## config.mk

```make
export PLATFORM = sky130hd
export DESIGN_NAME = modem_status_inputs
export DESIGN_NICKNAME = d
export VERILOG_FILES = /design/src/modem_status_pkg.sv /design/src/modem_status_inputs.sv
export SDC_FILE = /design/constraint.sdc
export NUM_CORES = 1
export LEC_CHECK = 0
export ABC_AREA = 1
export BUFFER_PORTS_ARGS = -buffer_cell sky130_fd_sc_hd__buf_2
export CAP_MARGIN = 20
export CORE_MARGIN = 4
export CORE_UTILIZATION = 55
export CTS_CLUSTER_DIAMETER = 50
export DETAILED_ROUTE_END_ITERATION = 16
export MAX_ROUTING_LAYER = met4
export PLACE_DENSITY = 0.82
export SLEW_MARGIN = 10
export SYNTH_ARGS = -nofsm -noshare
export SYNTH_HDL_FRONTEND = slang
export SYNTH_SLANG_ARGS = --single-unit
export TNS_END_PERCENT = 5
```

## constraint.sdc

```tcl
create_clock -name CLK -period 3.1 [get_ports CLK]
set_clock_uncertainty 0.15 [all_clocks]
set_input_delay 0.31 -clock CLK [delete_from_list [all_inputs] [get_ports CLK]]
set_output_delay 0.31 -clock CLK [all_outputs]
set_load 0.02 [all_outputs]
```

## src/modem_status_pkg.sv

```systemverilog
package modem_status_pkg;
    // Field positions inside the modem status register
    localparam int CTS_CHANGED_BIT = 0;
    localparam int DCD_CHANGED_BIT = 3;
    localparam int CTS_LEVEL_BIT = 4;
    localparam int DCD_LEVEL_BIT = 7;
    // Number of serial channels
    localparam int CHANNEL_COUNT = 2;
    // Status register width and reset value
    localparam int STATUS_WIDTH = 8;
    localparam logic [7:0] STATUS_RESET = 8'h00;
    // Inputs rest high (inactive) at reset
    localparam logic [2:0] SYNC_RESET = 3'h7;
endpackage

```

## src/modem_status_inputs.sv

```systemverilog
module modem_status_inputs #(
    parameter int CHANNELS = modem_status_pkg::CHANNEL_COUNT
) (
    // Clock, reset, enable
    input wire logic CLK,
    input wire logic RST,
    input wire logic CE,
    // Modem pins, active low, one bit per channel
    input wire logic [CHANNELS-1:0] CTS_N,
    input wire logic [CHANNELS-1:0] DCD_N,
    // Host side, one read strobe and one enable per channel
    input wire logic [CHANNELS-1:0] STATUS_READ,
    input wire logic [CHANNELS-1:0] MODEM_IRQ_ENABLE,
    // Status register and interrupt requests
    output logic [CHANNELS*8-1:0] MODEM_STATUS_REGISTER,
    output logic [CHANNELS-1:0] MODEM_IRQ
);

    // Change of a filtered level: second and third stages agree and differ from held.
    // A pulse that never lasts long enough for both stages to agree is ignored.
    function automatic logic settled_change(input logic [2:0] sync, input logic held);
        settled_change = (sync[1] == sync[2]) && (sync[2] != held);
    endfunction

    // Level the channel will hold after this edge: new settled level on an event
    function automatic logic follow_level(
        input logic event_seen,
        input logic settled,
        input logic held
    );
        if (event_seen)
            follow_level = settled;
        else
            follow_level = held;
    endfunction

    // Place inverted levels and change flags at their register positions.
    // Every bit not owned by this block reads as zero.
    function automatic logic [modem_status_pkg::STATUS_WIDTH-1:0] pack_status(
        input logic cts_active,
        input logic dcd_active,
        input logic cts_flag,
        input logic dcd_flag
    );
        logic [modem_status_pkg::STATUS_WIDTH-1:0] image;
        image = modem_status_pkg::STATUS_RESET;
        image[modem_status_pkg::CTS_CHANGED_BIT] = cts_flag;
        image[modem_status_pkg::DCD_CHANGED_BIT] = dcd_flag;
        image[modem_status_pkg::CTS_LEVEL_BIT] = cts_active;
        image[modem_status_pkg::DCD_LEVEL_BIT] = dcd_active;
        pack_status = image;
    endfunction

    genvar ch;
    generate
        for (ch = 0; ch < CHANNELS; ch++)
        begin : chan
            // Per-channel state, no sharing between channels
            logic [2:0] cts_sync;
            logic [2:0] dcd_sync;
            logic cts_level;
            logic dcd_level;
            logic cts_changed;
            logic dcd_changed;
            logic [modem_status_pkg::STATUS_WIDTH-1:0] status;
            logic irq;
            wire cts_event;
            wire dcd_event;
            wire next_cts_changed;
            wire next_dcd_changed;
            wire [modem_status_pkg::STATUS_WIDTH-1:0] next_status;
            wire next_irq;
            wire next_cts_level;
            wire next_dcd_level;

            // Detect settled transitions of each pin
            assign cts_event = settled_change(cts_sync, cts_level);
            assign dcd_event = settled_change(dcd_sync, dcd_level);
            // A read clears the flags unless a new change lands in the same cycle
            assign next_cts_changed = cts_event | (cts_changed & ~STATUS_READ[ch]);
            assign next_dcd_changed = dcd_event | (dcd_changed & ~STATUS_READ[ch]);
            // Levels after this edge, so the image never lags the held level
            assign next_cts_level = follow_level(cts_event, cts_sync[2], cts_level);
            assign next_dcd_level = follow_level(dcd_event, dcd_sync[2], dcd_level);
            // Assemble status image; a low pin reads as a one
            assign next_status = pack_status(~next_cts_level,
                                             ~next_dcd_level,
                                             next_cts_changed,
                                             next_dcd_changed);
            // Interrupt follows the flags gated by enable
            assign next_irq = MODEM_IRQ_ENABLE[ch] & (next_cts_changed | next_dcd_changed);

            // Clear-to-send synchroniser; the first stage feeds only the second
            always_ff @(posedge CLK)
            begin
                if (RST)
                    cts_sync <= modem_status_pkg::SYNC_RESET;
                else if (CE)
                    cts_sync <= {cts_sync[1:0], CTS_N[ch]};
            end

            // Carrier-detect synchroniser; the first stage feeds only the second
            always_ff @(posedge CLK)
            begin
                if (RST)
                    dcd_sync <= modem_status_pkg::SYNC_RESET;
                else if (CE)
                    dcd_sync <= {dcd_sync[1:0], DCD_N[ch]};
            end

            // Held clear-to-send level, starts inactive like the pin's rest level
            always_ff @(posedge CLK)
            begin
                if (RST)
                    cts_level <= modem_status_pkg::SYNC_RESET[2];
                else if (CE)
                    cts_level <= next_cts_level;
            end

            // Held carrier-detect level, starts inactive like the pin's rest level
            always_ff @(posedge CLK)
            begin
                if (RST)
                    dcd_level <= modem_status_pkg::SYNC_RESET[2];
                else if (CE)
                    dcd_level <= next_dcd_level;
            end

            // Clear-to-send change flag; a change in the read cycle survives
            always_ff @(posedge CLK)
            begin
                if (RST)
                    cts_changed <= 1'b0;
                else if (CE)
                    cts_changed <= next_cts_changed;
            end

            // Carrier-detect change flag; a change in the read cycle survives
            always_ff @(posedge CLK)
            begin
                if (RST)
                    dcd_changed <= 1'b0;
                else if (CE)
                    dcd_changed <= next_dcd_changed;
            end

            // Registered status image so the port comes straight from flops
            always_ff @(posedge CLK)
            begin
                if (RST)
                    status <= modem_status_pkg::STATUS_RESET;
                else if (CE)
                    status <= next_status;
            end

            // Registered interrupt; drops with the flags or with the enable
            always_ff @(posedge CLK)
            begin
                if (RST)
                    irq <= 1'b0;
                else if (CE)
                    irq <= next_irq;
            end

            // No path from these pins reaches any transmitter logic
            assign MODEM_STATUS_REGISTER[ch*8 +: 8] = status;
            assign MODEM_IRQ[ch] = irq;
        end
    endgenerate

endmodule

```

==> qor.txt, run 1 <==
Sw Share -> 0.255
clock sinks -> 26
fmax -> 743 MHz
# H-tree levels -> 1
share of layout cells above drive strength 1 -> 0.171
status -> finished clean
WL final -> 1870 µm
Filler Cells Inserted -> 209
IO Port Bufs -> 20
HP Class -> input port to flop
Yosys warnings -> 0
Avg Cell Area, Syn -> 7.27 µm²
post-synthesis adder-cell area fraction -> 0
Die H -> 54.0 µm
grt met2 use -> 0.234
routed vias -> 938
simple-gate area share of the yosys netlist -> 0.290
final instance area -> 1210 µm²
Seq pwr share -> 0.605
final antenna-violating net count -> 0
DRC Markers -> 0
area leader, netlist -> dfxtp_1
n_diodes -> 0
met3 GRT Util -> 0.0249
mux cell area share after synthesis -> 0
Critical Path AT -> 0.89 ns
crit-path cells -> buf_2
CTS tree -> yes
WL per Instance -> 9.51 µm
post-CTS sizing -> 0
internal power -> 442 µW
Global Route Usage Sum -> 0.151
grt peak-use layer -> met2
CP Buf/Inv Count -> 1
Syn Inst Count -> 160
remaining global-route overflow -> 0
Final setup viols -> 0
flop and latch count out of synthesis -> 26
PwrDens -> 492 nW/µm²
Post-Place Cells -> 193
post-synth cell types -> 16
minimum clock period -> 1.35 ns
largest net degree at the start of global routing -> 28
IO Pins -> 29
DRT iter0 DRCs -> 7
Startpoint Class -> flop
vias in the first global route -> 792
worst stage delay on the critical path -> 0.39 ns
RSZ-0062 raised after global routing -> false
Slowest cell on crit path -> dfxtp_1
CP Max Fanout -> 3
fin crit share -> 0.434
vias per cell -> 4.76
Synth Area in Compound Gates -> 0.0914
Peak VDD IR -> 264 µV
Worst-path clk slew -> 0.13 ns
Non-Filler Instances -> 197
Critical Path Source -> chan[0].status[3]
multi-input logic area -> 474 µm²
TritonCTS buffer count -> 3
largest family of logic cells by synthesized area -> simple AND/OR/NAND/NOR gates
Leak Pwr -> 0.669 nW
cts hold-fix bufs -> 0
Fin. Hold Viols -> 0
clock share of power -> 0.282
die area -> 2920 µm²
WP data required -> 2.64 ns
met1 Usage GRT -> 0.184
initial antenna violation count -> 0
maxcap violations -> 0
row count -> 16
Worst path top cell family by delay -> flip-flops
kind of critical path -> flop to output port
commonest non-fill, non-tap cells in the layout -> nand2_1 (63), dfxtp_1 (26), buf_2 (20), nand3_1 (18), inv_1 (9)
core area -> 1980 µm²
HP Start -> DCD_N[0]
Slew Limit Fails -> 0
Root Driver -> clkbuf_4
DR pass1 iterations -> 4
Critical Path Sink Type -> output port
register area -> 520 µm²
share of the synthesized area in the top cell type -> 0.447
setup TNS -> 0 ns
initial core utilization -> 0.587
commonest non-fill, non-tap cell in the layout -> nand2_1
first-pass GRT wire length -> 3140 µm
Final #Nets -> 182
leading post-synthesis cells by cell area -> dfxtp_1 (45%), nand2_1 (20%), buf_4 (11%)
Post-CTS Setup Bufs -> 0
CTS Buffer Depth -> 2
post-detailed-placement half-perimeter wirelength -> 1320 µm
P&R area growth vs syn -> 3.66%
register area share after synthesis -> 0.447
Skew-Pair Late Insertion Delay -> 0.32 ns
Crit Reg-Reg Startpoint -> chan[1].cts_sync[1]
cell area after placement -> 1170 µm²
Psw -> 151 µW
Comb pwr share -> 0.113
Final Wtd Congestion -> 0.780
Synth Area in XOR/XNOR -> 0
chip width -> 54.0 µm
Synth Cell Area -> 1160 µm²
Yosys cell counts, drive strengths merged:
master and n:
inv 11, conb 1, nor2 1, nand2 63, dfxtp 26, o21ai 9, o211a 1, buf 21
a21oi 8, nand3b 1, nand3 18
worst paths after layout:
kind	to	slack (ns)	depth (start not counted)
setup / recovery	MODEM_STATUS_REGISTER[3]	1.75	1
hold / removal	chan[0].dcd_sync[0]	0.04	3
hold reg to reg	chan[0].dcd_sync[0]	0.32	2
setup reg to reg	chan[1].irq	1.93	7
through the flow:
step	util	hold WS, ns	power, mW	worst slack [ns]
6_report	0.609	0.0357	0.593	1.75
5_1_grt	0.609	0.0340	0.624	1.70
4_1_cts	0.609	0.0277	0.601	1.74
3_5_place_dp	0.590	0.293	0.434	1.63
3_3_place_gp	0.590	0.288	0.431	1.68
2_1_floorplan	-	0.279	0.432	2.01
per-layer routing:
metal | vias up | wire length (µm)
met1 | 406 | 876
li1 | 500 | -
met3 | 5 | 139
met2 | 27 | 813
met4 | 0 | 44
met5 | - | 0
sequential cells by signal, indices dropped and copies added (netlist names):
name,cells
chan.dcd_sync,6
chan.cts_sync,6
chan.dcd_level,2
chan.irq,2
chan.cts_level,2
chan.status,8
final cells by class:
class                      count  share of cell area
sequential                    26               0.432
multi-input combinational    109               0.393
timing repair buffer          20              0.0830
inverter                      11              0.0342
clock buffer                   4              0.0301
tap                           27              0.0280
worst reg2reg max path, delay by kind of cell, from the launching register on:
kind | cells | cell delay, ns
flops | 1 | 0.35
simple gates | 5 | 0.35
compound gates | 2 | 0.27
cell families after synthesis:
group | after synthesis
other | 1
AOI/OAI and AO/OA | 18
and+or+nand+nor | 83
DFF | 26
buffers and inverters | 32
power by group through the flow:
stage | clock [mW] | combinational, mW | sequential [mW]
6_report | 0.167 | 0.0668 | 0.359
3_3_place_gp | 0 | 0.0656 | 0.366
2_1_floorplan | 0 | 0.0657 | 0.366
5_1_grt | 0.185 | 0.0777 | 0.362
4_1_cts | 0.174 | 0.0677 | 0.359
3_5_place_dp | 0 | 0.0676 | 0.366
No activity file was read; power rests on OpenSTA's default activity.
==> run 2, diff against run 1 <==
--- a/config.mk
+++ b/config.mk
@@ -9,11 +9,11 @@
 export BUFFER_PORTS_ARGS = -buffer_cell sky130_fd_sc_hd__buf_2
 export CAP_MARGIN = 20
 export CORE_MARGIN = 4
-export CORE_UTILIZATION = 55
+export CORE_UTILIZATION = 51
 export CTS_CLUSTER_DIAMETER = 50
 export DETAILED_ROUTE_END_ITERATION = 16
 export MAX_ROUTING_LAYER = met4
-export PLACE_DENSITY = 0.82
+export PLACE_DENSITY = 0.77
 export SLEW_MARGIN = 10
 export SYNTH_ARGS = -nofsm -noshare
 export SYNTH_HDL_FRONTEND = slang
==> constraint.sdc (replaced) <==
create_clock -name CLK -period 1.3 [get_ports CLK]
set_clock_uncertainty 0.15 [all_clocks]
set_input_delay 0.13 -clock CLK [delete_from_list [all_inputs] [get_ports CLK]]
set_output_delay 0.13 -clock CLK [all_outputs]
set_load 0.02 [all_outputs]
==> run 2 against run 1 <==
Compared with the run above: critical path depth rose by 3; sequential power rose by 140%; largest cell class unchanged; combinational power rose to 2.7 times the previous value; routed wire length rose by 8.2%; clock-buffer cell count fell by 1; sequential cell count did not move; register-to-register slack got worse by 1.8 ns.
==> qor.txt, run 2 (synthesized netlist as in run 1, its figures left out) <==
Final #Nets -> 190
worst stage delay on the critical path -> 0.53 ns
routed vias -> 966
Startpoint Class -> input port
Critical Path Sink Type -> flop
Critical Path AT -> 1.31 ns
# H-tree levels -> 1
Top Registers -> chan.status: 8 flops, chan.cts_sync: 6 flops, chan.dcd_sync: 6 flops
final antenna-violating net count -> 0
Final Util -> 0.580
Largest Register -> chan.status
setup TNS -> 0 ns
grt met2 use -> 0.228
die area -> 3110 µm²
core area -> 2190 µm²
maxcap violations -> 0
CTS Buffer Depth -> 2
clock sinks -> 26
Slew Limit Fails -> 0
Final Wtd Congestion -> 0.734
WHS -> 0.0617 ns
minimum clock period -> 1.20 ns
commonest non-fill, non-tap cell in the layout -> nand2_1
CTS tree -> yes
n_diodes -> 0
remaining global-route overflow -> 0
WP data required -> 1.42 ns
HP Class -> input port to flop
IO Port Bufs -> 20
Largest register FFs -> 8
kind of critical path -> input port to flop
chip width -> 55.8 µm
fmax -> 837 MHz
Skew-Pair Late Insertion Delay -> 0.31 ns
Die H -> 55.8 µm
CP Max Fanout -> 19
share of layout cells above drive strength 1 -> 0.164
Post-CTS Setup Bufs -> 0
commonest non-fill, non-tap cells in the layout -> nand2_1 (63), dfxtp_1 (26), buf_2 (20), nand3_1 (18), inv_1 (9)
Root Driver -> clkbuf_4
initial core utilization -> 0.531
Peak VDD IR -> 656 µV
WL final -> 2030 µm
status -> finished clean
post-detailed-placement half-perimeter wirelength -> 1420 µm
DRT iter0 DRCs -> 18
PwrDens -> 1080 nW/µm²
crit-path cells -> dlygate4sd3_1 > buf_2 > inv_2 > o211a_1
TritonCTS buffer count -> 3
Filler Cells Inserted -> 213
Slowest cell on crit path -> dlygate4sd3_1
initial antenna violation count -> 0
cell area after placement -> 1180 µm²
met3 GRT Util -> 0.0278
grt peak-use layer -> met2
final instance area -> 1270 µm²
met1 Usage GRT -> 0.174
IO Pins -> 29
row count -> 17
first-pass GRT wire length -> 3560 µm
Final setup viols -> 0
Fin. Hold Viols -> 0
R2R Setup Slk -> 0.12 ns
Global Route Usage Sum -> 0.141
RSZ-0062 raised after global routing -> false
Leak Pwr -> 0.696 nW
vias per cell -> 4.71
fin crit share -> 0.919
WL per Instance -> 9.89 µm
DRC Markers -> 0
DR pass1 iterations -> 4
largest net degree at the start of global routing -> 22
vias in the first global route -> 845
P&R area growth vs syn -> 9.25%
Worst-path clk slew -> 0.13 ns
run 2: changes by cell type in the layout (fill, tap and decap cells not counted):
cell           delta
buf_4             +1
clkbuf_8          -1
dlygate4sd3_1     +7
run 2: critical path: cells and delay by family:
kind,cells,cell delay (ns)
buffers and inverters,3,0.98
AOI/OAI and AO/OA,1,0.20
run 2: layout make-up:
| type | instances | area (µm²) | area share |
|---|---|---|---|
| timing repair buffer | 28 | 178 | 0.140 |
| multi-input combinational | 109 | 474 | 0.373 |
| clock buffer | 3 | 22.5 | 0.0177 |
| sequential | 26 | 520 | 0.409 |
| inverter | 11 | 41.3 | 0.0325 |
| tap | 28 | 35.0 | 0.0276 |
run 2: final timing paths:
path	start	to	cells past startpoint
max reg2reg	chan[1].cts_sync[1]	chan[1].irq	7
min reg2reg	chan[0].cts_sync[0]	chan[0].cts_sync[0]	2
max	RST	chan[0].status[4]	4
min	STATUS_READ[1]	chan[1].status[3]	6
run 2: what timing repair did:
action / CTS / global route
setup endpoints to repair: 0 / 0
resized for setup: 0 / 0
hold buffers: 7 / 0
endpoints found under the hold margin: 10 / 0
run 2: per-layer routing:
metal / part of all wire / vias to the layer above / wire [µm]
met5: 0 / - / 0
met4: 0.012 / 0 / 24
met3: 0.055 / 4 / 112
met2: 0.47 / 21 / 945
met1: 0.47 / 428 / 945
li1: - / 513 / -
run 2: through the flow:
step                total power [mW]  worst slack [ns]  std cells
floorplan                       1.03             0.275        167
global placement                1.03             0.165        195
detailed placement              1.04             0.133        195
CTS                             1.38            0.0991        205
global route                    1.44            0.0313        205
finish                          1.37             0.105        205
run 2: power breakdown:
group / switching (mW) / internal (mW) / leakage (nW)
clock network: 0.224 / 0.108 / 0.0138
logic: 0.112 / 0.0662 / 0.469
registers: 0.0259 / 0.832 / 0.213
==> run 3, diff against run 2 <==
--- a/config.mk
+++ b/config.mk
@@ -13,7 +13,7 @@
 export CTS_CLUSTER_DIAMETER = 50
 export DETAILED_ROUTE_END_ITERATION = 16
 export MAX_ROUTING_LAYER = met4
-export PLACE_DENSITY = 0.77
+export PLACE_DENSITY = 0.84
 export SLEW_MARGIN = 10
 export SYNTH_ARGS = -nofsm -noshare
 export SYNTH_HDL_FRONTEND = slang
==> run 3 against run 2 <==
Compared with the run above: sequential power hardly changed; critical path depth stayed put; global-route usage is 0.43 points higher; non-clock buffer count stayed put; sequential cell count stayed put; register-to-register slack hardly changed; power is 0.56% lower; cell count stayed put.
==> qor.txt, run 3 (synthesized netlist as in run 1, its figures left out) <==
status -> finished clean
core area -> 2190 µm²
Largest Register -> chan.status
Slew Limit Fails -> 0
clock share of power -> 0.238
Top Registers -> chan.status: 8 flops, chan.cts_sync: 6 flops, chan.dcd_sync: 6 flops
share of layout cells above drive strength 1 -> 0.164
DRC Markers -> 0
largest net degree at the start of global routing -> 22
maxcap violations -> 0
Worst path top cell family by delay -> buffers and inverters
CP Max Fanout -> 19
Psw -> 354 µW
row count -> 17
Hold Path Sink -> chan[0].dcd_sync[2]
die area -> 3110 µm²
HP Class -> input port to flop
Worst-path clk slew -> 0.13 ns
remaining global-route overflow -> 0
WL final -> 2120 µm
CTS Buffer Depth -> 2
vias per cell -> 4.75
minimum clock period -> 1.21 ns
initial core utilization -> 0.531
HP Start -> CE
routed vias -> 973
Worst path depth -> 4
# H-tree levels -> 1
PwrDens -> 1070 nW/µm²
chip width -> 55.8 µm
Skew-Pair Late Insertion Delay -> 0.31 ns
IO Pins -> 29
Post-CTS Setup Bufs -> 0
Peak VDD IR -> 923 µV
Final Util -> 0.580
clock sinks -> 26
Crit Reg-Reg Startpoint -> chan[1].cts_sync[1]
Largest register FFs -> 8
Fin. Hold Viols -> 0
CTS tree -> yes
worst stage delay on the critical path -> 0.54 ns
final antenna-violating net count -> 0
post-detailed-placement half-perimeter wirelength -> 1480 µm
TritonCTS buffer count -> 3
fin crit share -> 0.930
Final Wtd Congestion -> 0.719
WP data required -> 1.41 ns
commonest non-fill, non-tap cells in the layout -> nand2_1 (63), dfxtp_1 (26), buf_2 (20), nand3_1 (18), inv_1 (9)
n_diodes -> 0
RSZ-0062 raised after global routing -> false
DRT iter0 DRCs -> 23
Seq pwr share -> 0.631
WL per Instance -> 10.3 µm
Critical Path AT -> 1.32 ns
DR pass1 iterations -> 4
Die H -> 55.8 µm
R2R Setup Slk -> 0.13 ns
CP Buf/Inv Count -> 3
Startpoint Class -> input port
Critical Path Sink Type -> flop
first-pass GRT wire length -> 3630 µm
fmax -> 828 MHz
Final #Nets -> 190
setup TNS -> 0 ns
Slowest cell on crit path -> dlygate4sd3_1
kind of critical path -> input port to flop
Global Route Usage Sum -> 0.145
Sw Share -> 0.260
Filler Cells Inserted -> 215
P&R area growth vs syn -> 9.25%
hold path depth -> 3
Root Driver -> clkbuf_4
RR Endpoint -> chan[1].irq
Leak Pwr -> 0.696 nW
Reg2Reg Depth -> 8
Final setup viols -> 0
crit-path cells -> dlygate4sd3_1 > buf_2 > inv_2 > o211a_1
IO Port Bufs -> 20
initial antenna violation count -> 0
commonest non-fill, non-tap cell in the layout -> nand2_1
Comb pwr share -> 0.132
internal power -> 1.01 mW
vias in the first global route -> 847
## run 3: cell counts in the layout (fill, tap and decap cells not counted)
No cell type changed its count.
## run 3: area by class of cell
| class | instances | area (µm²) | share of cell area |
|---|---|---|---|
| timing repair buffer | 28 | 178 | 0.140 |
| clock buffer | 3 | 22.5 | 0.0177 |
| sequential | 26 | 520 | 0.409 |
| multi-input combinational | 109 | 474 | 0.373 |
| tap | 28 | 35.0 | 0.0276 |
| inverter | 11 | 41.3 | 0.0325 |
## run 3: worst reg2reg max path, cell delays in order (launching register included)
cell     delay (ns)
dfxtp_1        0.39
nand2_1        0.10
nand2_1        0.08
nand2_1        0.07
nand2_1        0.06
nand2_1        0.06
nand2_1        0.07
nand2_1        0.06
a21oi_2        0.10
## run 3: per-layer routing
metal  part of all wire  global-route usage  vias to the layer above
li1                   -                   -                      516
met3              0.072              0.0580                        2
met1               0.42               0.169                      428
met2               0.50               0.247                       27
met5                  0                   -                        -
met4             0.0052              0.0104                        0
## run 3: power by group through the flow
stage          Sequential (mW)  Combinational, mW  Clock (mW)
3_5_place_dp             0.875              0.164           0
3_3_place_gp             0.872              0.159           0
2_1_floorplan            0.872              0.157           0
5_1_grt                  0.864              0.202       0.374
4_1_cts                  0.858              0.180       0.332
6_report                 0.858              0.179       0.323
## run 3: how the worst max path moves through the flow
stage,startpoint,endpoint,slack [ns]
6_report,RST,chan[0].status[4],0.09
5_1_grt,chan[0].dcd_sync[1],chan[0].irq,0.02
4_1_cts,RST,chan[0].status[4],0.09
3_5_place_dp,CE,chan[0].status[4],0.12
3_3_place_gp,CE,chan[0].status[4],0.15
2_1_floorplan,chan[0].dcd_sync[1],chan[0].irq,0.27
## run 3: stage by stage
step | worst slack (ns) | cell area, µm² | std cells | hold slack (ns) | total power [mW]
after floorplan | 0.275 | 1190 | 167 | 0.106 | 1.03
after global placement | 0.153 | 1180 | 195 | 0.191 | 1.03
after detailed placement | 0.119 | 1180 | 195 | 0.199 | 1.04
after CTS | 0.0946 | 1270 | 205 | 0.0698 | 1.37
after global routing | 0.0151 | 1270 | 205 | 0.0892 | 1.44
final | 0.0916 | 1270 | 205 | 0.0725 | 1.36
## run 3: what timing repair did
item | 4_1_cts | 5_1_grt
hold buffers | 7 | 0
hold endpoints to repair | 10 | 0
gates resized for setup | 0 | 0
